<file path="config.mk">
export PLATFORM = sky130hd
export DESIGN_NAME = charge_current_setting_regs
export DESIGN_NICKNAME = d
export VERILOG_FILES = /design/src/charge_current_pkg.sv /design/src/charge_current_setting_regs.sv
export SDC_FILE = /design/constraint.sdc
export NUM_CORES = 1
export LEC_CHECK = 0
export BUFFER_PORTS_ARGS = -buffer_cell sky130_fd_sc_hd__buf_2
export CORE_MARGIN = 3
export CORE_UTILIZATION = 46
export CTS_CLUSTER_SIZE = 25
export DETAILED_ROUTE_END_ITERATION = 12
export MAX_ROUTING_LAYER = met4
export PLACE_DENSITY = 0.76
export SYNTH_ARGS = -nofsm -noshare
export SYNTH_HDL_FRONTEND = slang
export SYNTH_SLANG_ARGS = --single-unit
</file>
<file path="constraint.sdc">
create_clock -name clk -period 1.9 [get_ports clk]
set_clock_uncertainty 0.2 [all_clocks]
set_input_delay 0.19 -clock clk [delete_from_list [all_inputs] [get_ports clk]]
set_output_delay 0.19 -clock clk [all_outputs]
set_load 0.02 [all_outputs]
</file>
<file path="src/charge_current_pkg.sv">
// Purpose: Shared constants and types for the charge current setting registers.
// Assumes: An upstream serial bus engine delivers decoded register writes and reads.
// Notes:   Sense voltages are in units of 0.1 mV so that every step is a whole number.
`default_nettype none
package charge_current_pkg;

	// ----------------------------------------------------------------
	// Register map
	// ----------------------------------------------------------------
	localparam logic [7:0] IDENT_OFFSET    = 8'h03;
	localparam logic [7:0] CURRENT_OFFSET  = 8'h04;

	// ----------------------------------------------------------------
	// Field layout of the current and identification registers
	// ----------------------------------------------------------------
	localparam int         RESET_BIT       = 7;
	localparam int         FAST_MSB        = 6;
	localparam int         FAST_LSB        = 4;
	localparam int         UNUSED_BIT      = 3;
	localparam int         TERM_MSB        = 2;
	localparam int         TERM_LSB        = 0;
	localparam int         REV_MSB         = 2;
	localparam int         REV_LSB         = 0;

	// ----------------------------------------------------------------
	// Reset values
	// ----------------------------------------------------------------
	localparam logic [7:0] CURRENT_RESET   = 8'h89;
	localparam logic [2:0] FAST_RESET      = 3'h0;
	localparam logic [2:0] TERM_RESET      = 3'h1;
	localparam logic [2:0] REVISION_CODE   = 3'h2;  // Arbitrary revision value.

	// ----------------------------------------------------------------
	// Sense voltage arithmetic, 0.1 mV units
	// ----------------------------------------------------------------
	localparam logic [9:0] FAST_OFFSET     = 10'h176; // 37.4 mV.
	localparam logic [9:0] FAST_STEP       = 10'h044; // 6.8 mV.
	localparam logic [9:0] TERM_OFFSET     = 10'h022; // 3.4 mV.
	localparam logic [9:0] TERM_STEP       = 10'h022; // 3.4 mV.

	typedef struct packed {
		logic       write;
		logic       read;
		logic [7:0] addr;
		logic [7:0] data;
	} reg_req_t;

	typedef struct packed {
		logic [2:0] fastChargeCode;
		logic [2:0] terminationCode;
		logic [9:0] fastSenseTarget;
		logic [9:0] termSenseThreshold;
	} charge_setting_t;

endpackage
`default_nettype wire

</file>
<file path="src/charge_current_setting_regs.sv">
// Purpose: Current register and revision field of a one-cell charger control slice.
// Assumes: Requests arrive as one-cycle strobes in the clk domain from the bus engine.
// Notes:   Read data is registered and valid the cycle after the read strobe.
`timescale 1ns/1ps
`default_nettype none

// Notes on behaviour
// - Writing one to bit 7 of the current register pulses charger reset mode; zero does nothing.
// - Bit 7 of the current register always reads back as one.
// - The fast charge code sits in bits 6 to 4 and resets to zero.
// - The fast charge sense target is 37.4 mV plus the code times 6.8 mV.
// - The termination code sits in bits 2 to 0 and resets to binary 001.
// - The termination threshold is 3.4 mV plus the code times 3.4 mV.
// - The current register at 04 resets to 89 hex and bit 3 has no function.
// - The identification register at 03 is read only with a revision code in bits 2 to 0.
module charge_current_setting_regs (
	input  wire logic                              clk,
	input  wire logic                              rst_n,
	input  wire charge_current_pkg::reg_req_t      req,
	output var  logic [7:0]                        readData,
	output var  logic                              readValid,
	output var  logic                              chargerResetPulse,
	output var  charge_current_pkg::charge_setting_t setting
);
	import charge_current_pkg::*;

	// ----------------------------------------------------------------
	// Derived constants
	// ----------------------------------------------------------------
	localparam int              FAST_WIDTH        = FAST_MSB - FAST_LSB + 1;
	localparam int              TERM_WIDTH        = TERM_MSB - TERM_LSB + 1;
	localparam int              REV_WIDTH         = REV_MSB - REV_LSB + 1;
	localparam int              SENSE_LIMIT       = int'(10'h3ff);
	localparam int              FAST_TARGET_TOP   = int'(FAST_OFFSET) + int'(FAST_STEP) * 7;
	localparam int              TERM_THRESH_TOP   = int'(TERM_OFFSET) + int'(TERM_STEP) * 7;
	localparam logic [9:0]      FAST_TARGET_RESET = 10'(FAST_OFFSET + FAST_STEP * 10'(FAST_RESET));
	localparam logic [9:0]      TERM_THRESH_RESET = 10'(TERM_OFFSET + TERM_STEP * 10'(TERM_RESET));
	localparam charge_setting_t SETTING_RESET     = '{
		fastChargeCode:     FAST_RESET,
		terminationCode:    TERM_RESET,
		fastSenseTarget:    FAST_TARGET_RESET,
		termSenseThreshold: TERM_THRESH_RESET
	};

	// ----------------------------------------------------------------
	// Elaboration checks
	// ----------------------------------------------------------------
	// The code fields must match the three-bit codes handed to the charge controller.
	if (FAST_WIDTH != 3 || TERM_WIDTH != 3 || REV_WIDTH != 3) begin : g_bad_field_width
		$error("Code fields of the current register must be three bits wide.");
	end

	// The reset image of the register must agree with the reset value of each field.
	if (CURRENT_RESET[FAST_MSB:FAST_LSB] != FAST_RESET ||
		CURRENT_RESET[TERM_MSB:TERM_LSB] != TERM_RESET) begin : g_bad_reset_image
		$error("Reset image of the current register disagrees with its field resets.");
	end

	// The largest code must still fit the ten-bit sense voltage fields.
	if (FAST_TARGET_TOP > SENSE_LIMIT || TERM_THRESH_TOP > SENSE_LIMIT) begin : g_bad_sense_range
		$error("Sense voltage arithmetic overflows its ten-bit field.");
	end

	// The upper half of the revision codes is kept for later revisions.
	if (REVISION_CODE[2] != 1'b0) begin : g_bad_revision
		$error("Revision code lies in the reserved range.");
	end

	// ----------------------------------------------------------------
	// Request decode
	// ----------------------------------------------------------------
	logic curWrite;
	logic curRead;
	logic identRead;

	// Only the current register decodes writes, so a write to the identification
	// offset reaches no state at all.
	assign curWrite  = req.write && (req.addr == CURRENT_OFFSET);
	assign curRead   = req.read && (req.addr == CURRENT_OFFSET);
	assign identRead = req.read && (req.addr == IDENT_OFFSET);

	// ----------------------------------------------------------------
	// Fast charge code
	// ----------------------------------------------------------------
	logic [2:0] fast_reg;
	logic [2:0] fast_next;

	always_comb begin
		fast_next = fast_reg;
		if (curWrite) begin
			fast_next = req.data[FAST_MSB:FAST_LSB];
		end
	end

	always_ff @(posedge clk or negedge rst_n) begin
		if (!rst_n) begin
			fast_reg <= CURRENT_RESET[FAST_MSB:FAST_LSB];
		end else begin
			fast_reg <= fast_next;
		end
	end

	// ----------------------------------------------------------------
	// Termination code
	// ----------------------------------------------------------------
	logic [2:0] term_reg;
	logic [2:0] term_next;

	always_comb begin
		term_next = term_reg;
		if (curWrite) begin
			term_next = req.data[TERM_MSB:TERM_LSB];
		end
	end

	always_ff @(posedge clk or negedge rst_n) begin
		if (!rst_n) begin
			term_reg <= CURRENT_RESET[TERM_MSB:TERM_LSB];
		end else begin
			term_reg <= term_next;
		end
	end

	// ----------------------------------------------------------------
	// Spare bit
	// ----------------------------------------------------------------
	logic unused_reg;
	logic unused_next;

	// The spare bit drives nothing; it is only kept so that it reads back as written.
	always_comb begin
		unused_next = unused_reg;
		if (curWrite) begin
			unused_next = req.data[UNUSED_BIT];
		end
	end

	always_ff @(posedge clk or negedge rst_n) begin
		if (!rst_n) begin
			unused_reg <= CURRENT_RESET[UNUSED_BIT];
		end else begin
			unused_reg <= unused_next;
		end
	end

	// ----------------------------------------------------------------
	// Charger reset command
	// ----------------------------------------------------------------
	logic crst_reg;
	logic crst_next;

	// Reset mode is a one-cycle command; a zero in the top bit leaves the charger alone.
	always_comb begin
		crst_next = 1'b0;
		if (curWrite) begin
			crst_next = req.data[RESET_BIT];
		end
	end

	always_ff @(posedge clk or negedge rst_n) begin
		if (!rst_n) begin
			crst_reg <= 1'b0;
		end else begin
			crst_reg <= crst_next;
		end
	end

	// ----------------------------------------------------------------
	// Threshold arithmetic for the charge controller
	// ----------------------------------------------------------------
	charge_setting_t setting_reg;
	charge_setting_t setting_next;

	// Codes and sense voltages change together, so the controller never sees a mixed pair.
	always_comb begin
		setting_next.fastChargeCode     = fast_next;
		setting_next.terminationCode    = term_next;
		setting_next.fastSenseTarget    = 10'(FAST_OFFSET + FAST_STEP * {7'h00, fast_next});
		setting_next.termSenseThreshold = 10'(TERM_OFFSET + TERM_STEP * {7'h00, term_next});
	end

	always_ff @(posedge clk or negedge rst_n) begin
		if (!rst_n) begin
			setting_reg <= SETTING_RESET;
		end else begin
			setting_reg <= setting_next;
		end
	end

	// ----------------------------------------------------------------
	// Read path
	// ----------------------------------------------------------------
	logic [7:0] rdata_reg;
	logic [7:0] rdata_next;
	logic       rvalid_reg;
	logic       rvalid_next;

	// Read data holds between reads; a read and a write in one cycle return the old value.
	always_comb begin
		rdata_next  = rdata_reg;
		rvalid_next = req.read;
		if (identRead) begin
			rdata_next                  = 8'h00;
			rdata_next[REV_MSB:REV_LSB] = REVISION_CODE;
		end else if (curRead) begin
			rdata_next[RESET_BIT]         = 1'b1;
			rdata_next[FAST_MSB:FAST_LSB] = fast_reg;
			rdata_next[UNUSED_BIT]        = unused_reg;
			rdata_next[TERM_MSB:TERM_LSB] = term_reg;
		end else if (req.read) begin
			rdata_next = 8'h00;
		end
	end

	always_ff @(posedge clk or negedge rst_n) begin
		if (!rst_n) begin
			rdata_reg  <= 8'h00;
			rvalid_reg <= 1'b0;
		end else begin
			rdata_reg  <= rdata_next;
			rvalid_reg <= rvalid_next;
		end
	end

	// ----------------------------------------------------------------
	// Outputs
	// ----------------------------------------------------------------
	assign readData          = rdata_reg;
	assign readValid         = rvalid_reg;
	assign chargerResetPulse = crst_reg;
	assign setting           = setting_reg;

endmodule // charge_current_setting_regs
`default_nettype wire

</file>
==> results.sh, run 1 <==
export IMPL_finalCritPeriodShare_pct=95.4
export IMPL_cp_required_ns=1.95
export IMPL_grt_max_degree=30
export IMPL_n_antenna_cell=0
export IMPL_setup_worst_path_end_class="flip-flop"
export IMPL_finalHoldViolCount=0
export IMPL_min_path_type="in2reg"
export IMPL_ctsResizeCount=0
export IMPL_setup_violations=0
export IMPL_h_tree_depth=2
export IMPL_areaGrowthSynthToFinish_pct=37.8
export IMPL_core_um2=2880
export IMPL_netlist_area_leader_share_pct=36.6
export IMPL_clockRootBuffer="clkbuf_4"
export IMPL_r2r_cells=5
export IMPL_outcome="complete, no violations"
export IMPL_ys_seq_area_share_pct=51.2
export IMPL_synthCells=120
export IMPL_slowest_delay_ns=0.52
export IMPL_fin_crit_ns=1.81
export IMPL_cts_tree="built"
export IMPL_io_pins=56
export IMPL_wire_per_inst_um=13.9
export IMPL_clkTransAtPathRegs_ns=0.09
export IMPL_clock_sinks=29
export IMPL_ant_nets=0
export IMPL_yosysTopAreaCell="dfrtp_1"
export IMPL_drc=0
export IMPL_fin_nets=215
export IMPL_path_cells="dlygate4sd3_1 -> buf_2 -> nand2_1 -> mux2_2 -> ha_2 -> nor2b_1 -> o2111ai_1 -> nand2_1"
export IMPL_rsz0062_at_grt="no"
export IMPL_crit_cells=8
export IMPL_die_height_um=61.9
export IMPL_yosysWarnings=0
export IMPL_dr_total_vias=1195
export IMPL_grt_pass1_vias=1194
export IMPL_synth_top_cells_by_count="dfrtp_1, nand2_1, mux2i_1"
export IMPL_slew_headroom_pct=56.4
export IMPL_grt_overflow_total=0
export IMPL_avgViaCountPerCell=5.06
export IMPL_ys_ff_latch=29
export IMPL_synth_edff_count=0
export IMPL_clock_latency_ns=0.32
export IMPL_drv_cap=0
export IMPL_ys_top_cells_by_area="dfrtp_1, dfstp_2, mux2i_1"
export IMPL_path_max_fanout=8
export IMPL_totalWireLength_um=3280
export IMPL_finalMaxSlewViolations=0
export IMPL_clk_path_buf_depth=2
export IMPL_syn_area_per_cell_um2=12.0
export IMPL_place_gp_congestion=0.917
export IMPL_critical_path_arrival_ns=1.86
export IMPL_grt_usage_pct=20.5
export IMPL_critPathTopFamily="buffers and inverters"
export IMPL_cts_buffers=5
export IMPL_yosysMostFrequentCell="dfrtp_1"
export IMPL_ctsHoldBuffers=15
export IMPL_p_leak_uw=0.00102
export IMPL_whs_ns=0.0628
export IMPL_rows=19
export IMPL_fill_cells=226
export IMPL_synth_cell_type_count=32
export IMPL_crit_path_start_kind="input pin"
export IMPL_largest_reg_flops=18
export IMPL_initial_core_util_pct=50.0
export IMPL_fin_util_pct=68.9
export IMPL_crit_path_top_delay_cell="dlygate4sd3_1"
export IMPL_drt_iter0_markers=37
export IMPL_die_w_um=61.9
export IMPL_antenna_found_initial=0
export IMPL_max_vdd_ir_drop_mv=0.477
export IMPL_synth_flop_cell="dfrtp_1"
export IMPL_cts_setup_buffers=0
export IMPL_power_density_nw_per_um2=662
export IMPL_path_common_cell="nand2_1"
export IMPL_dpl_hpwl_um=2340
export IMPL_worstMarginPinSlew_ns=0.655
export IMPL_synthArstFlopShare_pct=100
export IMPL_min_path_cells=4
export IMPL_crit_buf_inv=2
export IMPL_grt_pass1_wl_um=5440
export IMPL_crit_type="in2reg"
export IMPL_die_area_um2=3830
export IMPL_firstDrtPassIters=4
export IMPL_port_buffers=51
export IMPL_drive_above_1_share_pct=47.4
export IMPL_clock_fmax_mhz=551
export IMPL_synth_area_um2=1440
-- layer usage --
metal | wire [um] | GRT usage, % | up-vias
met2 | 1620 | 33.2 | 47
met1 | 1380 | 22.9 | 581
met5 | 0 | - | -
li1 | - | - | 556
met3 | 199 | 6.61 | 11
met4 | 78 | 9.70 | 0
-- kinds of logic (layout without fill, tap and decap cells) --
group	after synthesis	in the layout	synth area share, %
flip-flops	29	29	51.2
AO/OA/AOI/OAI	15	15	8.36
AND/OR/NAND/NOR	34	34	14.7
multiplexers	19	19	14.5
buffers and inverters	15	87	6.53
other	2	4	0.522
adder cells (fa/ha/maj)	2	2	1.74
XOR/XNOR	4	4	2.44
-- per-stage QoR --
| stage | cell area [um2] | power [uW] | worst slack, ns | setup TNS [ns] | std cells |
|---|---|---|---|---|---|
| 3_5_place_dp | 1760 | 874 | -0.208 | -0.378 | 213 |
| 2_1_floorplan | 1460 | 790 | -0.205 | -0.221 | 122 |
| 3_3_place_gp | 1760 | 869 | -0.144 | -0.236 | 213 |
| 5_1_grt | 1980 | 1380 | 0.00859 | 0 | 236 |
| 6_report | 1980 | 1310 | 0.0865 | 0 | 236 |
| 4_1_cts | 1980 | 1320 | 0.0938 | 0 | 236 |
-- final cells by class --
| cell class | count | area (um2) | area share [%] |
|---|---|---|---|
| timing repair buffer | 76 | 480 | 24.3 |
| inverter | 3 | 11.3 | 0.569 |
| clock buffer | 7 | 65.1 | 3.28 |
| sequential | 29 | 736 | 37.1 |
| tap | 42 | 52.6 | 2.65 |
| multi-input combinational | 78 | 631 | 31.8 |
| clock inverter | 1 | 5.00 | 0.253 |
-- cells in the final DEF (no fill, tap or decap), drive strengths merged, types with 3 or more instances in the layout --
cell and instances:
mux2i 10, clkbuf 7, dfstp 8, nor2 3
dfrtp 21, nand2 15, buf 61, conb 4
dlygate4sd3 15, nor2b 8, o2bb2ai 6, mux2 9
-- where the power goes --
part | leakage [uW] | total (uW) | internal, uW | switching, uW
combinational | 0.000612 | 223 | 95.2 | 127
clock | 0.0000413 | 426 | 214 | 212
sequential | 0.000368 | 662 | 649 | 13.1
-- tightest hold or removal path, stage by stage --
cell     delay (ns)
buf_2          0.14
inv_1          0.08
o32ai_1        0.08
nand2_1        0.06
-- path summary, 6_finish.rpt --
path                               endpoint        start  slack, ns
min in group asynchronous       readData[0]        rst_n       0.22
worst min-delay path            setting[16]      req[17]       0.06
max in group asynchronous       readData[5]        rst_n       0.85
worst max register to register   setting[7]  setting[21]       0.30
worst max-delay path            setting[16]       req[4]       0.09
worst min register to register  readData[3]  readData[3]       0.30
Note: power is estimated with default switching activity, not from simulation.
==> run 2, diff against run 1 <==
--- a/config.mk
+++ b/config.mk
@@ -5,11 +5,12 @@
 export SDC_FILE = /design/constraint.sdc
 export NUM_CORES = 1
 export LEC_CHECK = 0
-export BUFFER_PORTS_ARGS = -buffer_cell sky130_fd_sc_hd__buf_2
+export BUFFER_PORTS_ARGS = -buffer_cell sky130_fd_sc_hd__clkbuf_2
 export CORE_MARGIN = 3
 export CORE_UTILIZATION = 46
 export CTS_CLUSTER_SIZE = 25
 export DETAILED_ROUTE_END_ITERATION = 12
+export GPL_ROUTABILITY_DRIVEN = 0
 export MAX_ROUTING_LAYER = met4
 export PLACE_DENSITY = 0.76
 export SYNTH_ARGS = -nofsm -noshare
==> run 2 against run 1 <==
Against the previous run:
- cell count decreased by 0.85%
- setup slack gained 0.019 ns
- register-to-register slack improved by 0.02 ns
- highest routed layer unchanged
==> results.sh, run 2 (synthesized netlist as in run 1, its figures left out) <==
export IMPL_fill_cells=232
export IMPL_finalMaxSlewViolations=0
export IMPL_io_pins=56
export IMPL_p_total_uw=1230
export IMPL_clk_path_buf_depth=2
export IMPL_clock_fmax_mhz=557
export IMPL_max_vdd_ir_drop_mv=0.473
export IMPL_ant_nets=0
export IMPL_areaGrowthSynthToFinish_pct=35.1
export IMPL_path_max_fanout=8
export IMPL_drv_cap=0
export IMPL_antenna_found_initial=0
export IMPL_power_density_nw_per_um2=633
export IMPL_outcome="complete, no violations"
export IMPL_initial_core_util_pct=50.0
export IMPL_crit_type="in2reg"
export IMPL_finalCritPeriodShare_pct=94.4
export IMPL_layout_common_cells="clkbuf_2, dfrtp_1, nand2_1, dlygate4sd3_1, mux2i_1"
export IMPL_n_antenna_cell=0
export IMPL_grt_overflow_total=0
export IMPL_reg2reg_from="setting[21]"
export IMPL_h_tree_depth=2
export IMPL_die_area_um2=3830
export IMPL_cts_tree="built"
export IMPL_p_leak_uw=0.000990
export IMPL_fin_util_pct=67.5
export IMPL_grt_max_degree=30
export IMPL_avgViaCountPerCell=5.09
export IMPL_dpl_hpwl_um=2360
export IMPL_critical_path_arrival_ns=1.85
export IMPL_min_path_type="in2reg"
export IMPL_clkTransAtPathRegs_ns=0.09
export IMPL_crit_path_start_kind="input pin"
export IMPL_rsz0062_at_grt="no"
export IMPL_wire_per_inst_um=13.8
export IMPL_drt_iter0_markers=54
export IMPL_grt_pass1_vias=1169
export IMPL_core_um2=2880
export IMPL_drive_above_1_share_pct=45.8
export IMPL_largest_reg_flops=18
export IMPL_grt_usage_pct=20.1
export IMPL_clock_sinks=29
export IMPL_finalHoldViolCount=0
export IMPL_clockRootBuffer="clkbuf_4"
export IMPL_cts_buffers=5
export IMPL_ctsResizeCount=0
export IMPL_die_w_um=61.9
export IMPL_cp_required_ns=1.96
export IMPL_final_common_cell="clkbuf_2"
export IMPL_setup_worst_path_end_class="flip-flop"
export IMPL_die_height_um=61.9
export IMPL_worstMarginPinSlew_ns=0.706
export IMPL_dr_total_vias=1192
export IMPL_port_buffers=51
export IMPL_grt_pass1_wl_um=5180
export IMPL_firstDrtPassIters=4
export IMPL_setup_violations=0
export IMPL_slew_headroom_pct=52.9
export IMPL_min_delay_start="req[17]"
export IMPL_rows=19
export IMPL_clock_latency_ns=0.32
export IMPL_totalWireLength_um=3240
export IMPL_fin_nets=213
export IMPL_fin_crit_ns=1.79
export IMPL_drc=0
export IMPL_crit_start="req[4]"
## run 2: worst max-delay path, cell delays in order
cell,delay (ns)
dlygate4sd3_1,0.52
clkbuf_2,0.20
nand2_1,0.10
mux2_2,0.27
ha_2,0.20
nor2b_1,0.13
o2111ai_1,0.18
nand2_1,0.07
## run 2: routing by layer
metal,wire length [um],vias up,share of wire (%),global-route usage (%)
li1,-,558,-,-
met2,1640,48,51,32.1
met4,85,0,2.6,12.4
met1,1300,578,40,21.4
met5,0,-,0,-
met3,206,8,6.4,6.40
## run 2: area by class of cell
| type | instances | area [um2] | share of cell area (%) |
|---|---|---|---|
| repair buffers | 74 | 463 | 23.8 |
| clock buffers | 8 | 48.8 | 2.51 |
| inverters | 3 | 11.3 | 0.580 |
| multi-input cells | 78 | 631 | 32.5 |
| well taps | 42 | 52.6 | 2.71 |
| flip-flops and latches | 29 | 736 | 37.9 |
## run 2: where the power goes
part	internal, uW	switching, uW	total [uW]
sequential	650	14.8	664
clock	147	199	346
combinational	92.6	126	218
## run 2: final timing paths
path                          endpoint  slack (ns)  cells past startpoint
max                        setting[16]        0.11                      8
max in group asynchronous  setting[25]        0.80                      2
max reg2reg                 setting[7]        0.32                      5
min reg2reg                readData[7]        0.30                      2
min in group asynchronous  readData[1]        0.24                      2
min                        setting[16]        0.05                      4
## run 2: timing repair
action,CTS,global route
hold buffers,14,0
hold endpoints to repair,41,0
setup buffers,0,0
## run 2: through the flow
step	hold WS [ns]	cells	setup TNS [ns]	instance area, um2	setup WS [ns]
finish	0.0463	234	0	1940	0.106
global route	0.0419	234	0	1940	0.0113
CTS	0.0272	234	0	1940	0.115
detailed placement	0.0806	212	-0.472	1750	-0.234
global placement	0.0676	212	-0.263	1750	-0.133
floorplan	-0.306	122	-0.221	1460	-0.205
==> run 3, diff against run 2 <==
--- a/config.mk
+++ b/config.mk
@@ -7,12 +7,12 @@
 export LEC_CHECK = 0
 export BUFFER_PORTS_ARGS = -buffer_cell sky130_fd_sc_hd__clkbuf_2
 export CORE_MARGIN = 3
-export CORE_UTILIZATION = 46
+export CORE_UTILIZATION = 43
 export CTS_CLUSTER_SIZE = 25
 export DETAILED_ROUTE_END_ITERATION = 12
 export GPL_ROUTABILITY_DRIVEN = 0
 export MAX_ROUTING_LAYER = met4
-export PLACE_DENSITY = 0.76
+export PLACE_DENSITY = 0.75
 export SYNTH_ARGS = -nofsm -noshare
 export SYNTH_HDL_FRONTEND = slang
 export SYNTH_SLANG_ARGS = --single-unit
==> constraint.sdc (replaced) <==
create_clock -name clk -period 1.58 [get_ports clk]
set_clock_uncertainty 0.2 [all_clocks]
set_input_delay 0.158 -clock clk [delete_from_list [all_inputs] [get_ports clk]]
set_output_delay 0.158 -clock clk [all_outputs]
set_load 0.02 [all_outputs]
==> run 3 against run 2 <==
Against the previous run:
- critical path depth unchanged
- largest power group unchanged
- flip-flop and latch count unchanged
- register-to-register slack got worse by 0.28 ns
- utilization decreased by 1.7 points
- sequential share of layout area decreased by 2.2 points
- cell count increased by 5.6%
- the run now ends with negative hold slack, negative setup slack left
- power increased by 25%
- clock power increased by 34%
- design area increased by 6.1%
==> results.sh, run 3 (synthesized netlist as in run 1, its figures left out) <==
export IMPL_r2r_cells=5
export IMPL_drt_iter0_markers=44
export IMPL_dpl_cell_area_um2=1830
export IMPL_reg2reg_from="setting[21]"
export IMPL_slew_headroom_pct=66.1
export IMPL_outcome="complete, but fails checks"
export IMPL_fin_crit_ns=1.73
export IMPL_rows=20
export IMPL_finalMaxSlewViolations=0
export IMPL_critPathTopFamily="simple AND/OR/NAND/NOR gates"
export IMPL_die_w_um=63.8
export IMPL_whs_ns=-0.0192
export IMPL_min_path_cells=3
export IMPL_r2r_end="setting[7]"
export IMPL_crit_path_top_delay_cell="mux2_4"
export IMPL_port_buffers=51
export IMPL_ant_nets=0
export IMPL_wire_per_inst_um=13.2
export IMPL_drv_cap=0
export IMPL_pre_cts_slack_ns=-0.512
export IMPL_core_um2=3130
export IMPL_grt_overflow_total=0
export IMPL_finalHoldViolCount=1
export IMPL_clock_sinks=29
export IMPL_violations="negative hold slack, negative setup slack"
export IMPL_clockRootBuffer="clkbuf_4"
export IMPL_grt_pass1_wl_um=5490
export IMPL_h_tree_depth=2
export IMPL_areaGrowthSynthToFinish_pct=43.3
export IMPL_dr_total_vias=1188
export IMPL_largest_reg_flops=18
export IMPL_final_area_um2=2060
export IMPL_power_density_nw_per_um2=748
export IMPL_drc=0
export IMPL_rsz0062_at_grt="yes"
export IMPL_rrSetupSlack_ns=0.04
export IMPL_initial_core_util_pct=46.0
export IMPL_grt_usage_pct=17.5
export IMPL_path_max_fanout=7
export IMPL_die_area_um2=4070
export IMPL_grt_max_degree=30
export IMPL_cts_buffers=5
export IMPL_io_pins=56
export IMPL_setup_worst_path_end_class="flip-flop"
export IMPL_worst_slack_ns=-0.151
export IMPL_p_leak_uw=0.00106
export IMPL_min_path_type="in2reg"
export IMPL_drive_above_1_share_pct=51.7
export IMPL_stdcell_count=247
export IMPL_clkTransAtPathRegs_ns=0.10
export IMPL_crit_type="in2reg"
export IMPL_crit_buf_inv=1
export IMPL_post_place_cells=224
export IMPL_final_common_cell="clkbuf_2"
export IMPL_hold_path_end="readData[1]"
export IMPL_totalWireLength_um=3270
export IMPL_slowest_delay_ns=0.37
export IMPL_critical_path_arrival_ns=1.73
export IMPL_clock_latency_ns=0.31
export IMPL_layout_common_cells="clkbuf_2, buf_4, dfrtp_1, nand2_1, dlygate4sd3_1"
export IMPL_min_delay_start="req[12]"
export IMPL_clock_fmax_mhz=578
export IMPL_dpl_hpwl_um=2390
export IMPL_path_cells="buf_8 -> nor4_4 -> nand4b_4 -> mux2_4 -> ha_4 -> nor2b_4 -> o2111ai_2 -> nand2_1"
export IMPL_cp_required_ns=1.58
export IMPL_fin_nets=224
export IMPL_clk_path_buf_depth=2
export IMPL_p_total_uw=1540
export IMPL_firstDrtPassIters=4
export IMPL_n_antenna_cell=0
export IMPL_cts_tree="built"
export IMPL_setup_violations=2
export IMPL_finalCritPeriodShare_pct=110
export IMPL_die_height_um=63.8
export IMPL_crit_path_start_kind="input pin"
export IMPL_avgViaCountPerCell=4.81
export IMPL_max_vdd_ir_drop_mv=0.478
export IMPL_grt_pass1_vias=1210
export IMPL_worstMarginPinSlew_ns=0.502
export IMPL_antenna_found_initial=0
run 3: how the worst max path moves through the flow:
stage          startpoint    endpoint  cells past startpoint
6_report          req[12]  setting[7]                      8
5_1_grt           req[12]  setting[7]                      8
4_1_cts           req[11]  setting[7]                      8
3_5_place_dp      req[11]  setting[7]                      8
3_3_place_gp      req[11]  setting[7]                      8
2_1_floorplan     req[11]  setting[7]                      8
run 3: where the power goes:
group	switching, uW	internal (uW)
clock network	244	219
logic	159	125
registers	12.8	781
total	416	1120
run 3: worst register-to-register path: stages, from the launching register on:
cell       delay (ns)
dfrtp_1          0.39
mux2_4           0.29
ha_4             0.18
nor2b_4          0.12
o2111ai_2        0.18
nand2_1          0.07
run 3: per-layer routing:
layer  part of all wire (%)  vias up  global-route usage, %
met5                      0        -                      -
met4                    1.5        0                   5.39
met3                    5.7        5                   4.22
met2                     48       43                   28.9
met1                     44      567                   21.2
li1                       -      573                      -
run 3: repair_timing:
action                                  4_1_cts  5_1_grt
hold buffers                                 12        1
pin swaps                                     1        4
gates resized for setup                       0       10
endpoints found under the setup margin        2        3
endpoints found under the hold margin        46        4
buffers inserted                              2        2
run 3: layout make-up:
type / instances / area (um2)
Tap cell: 44 / 55.1
Timing Repair Buffer: 85 / 554
Multi-Input combinational cell: 78 / 644
Sequential cell: 29 / 736
Fill cell: 238 / 1070
Inverter: 3 / 11.3
Clock buffer: 8 / 58.8
run 3: per-stage QoR:
| step | hold slack [ns] | setup TNS (ns) | util [%] |
|---|---|---|---|
| final | -0.0192 | -0.206 | 65.8 |
| after detailed placement | -0.0182 | -2.12 | 58.5 |
| after global routing | -0.0171 | -0.545 | 65.8 |
| after CTS | 0.00312 | -0.227 | 64.7 |
| after floorplan | -0.338 | -1.06 | - |
| after global placement | -0.0221 | -1.35 | 58.5 |
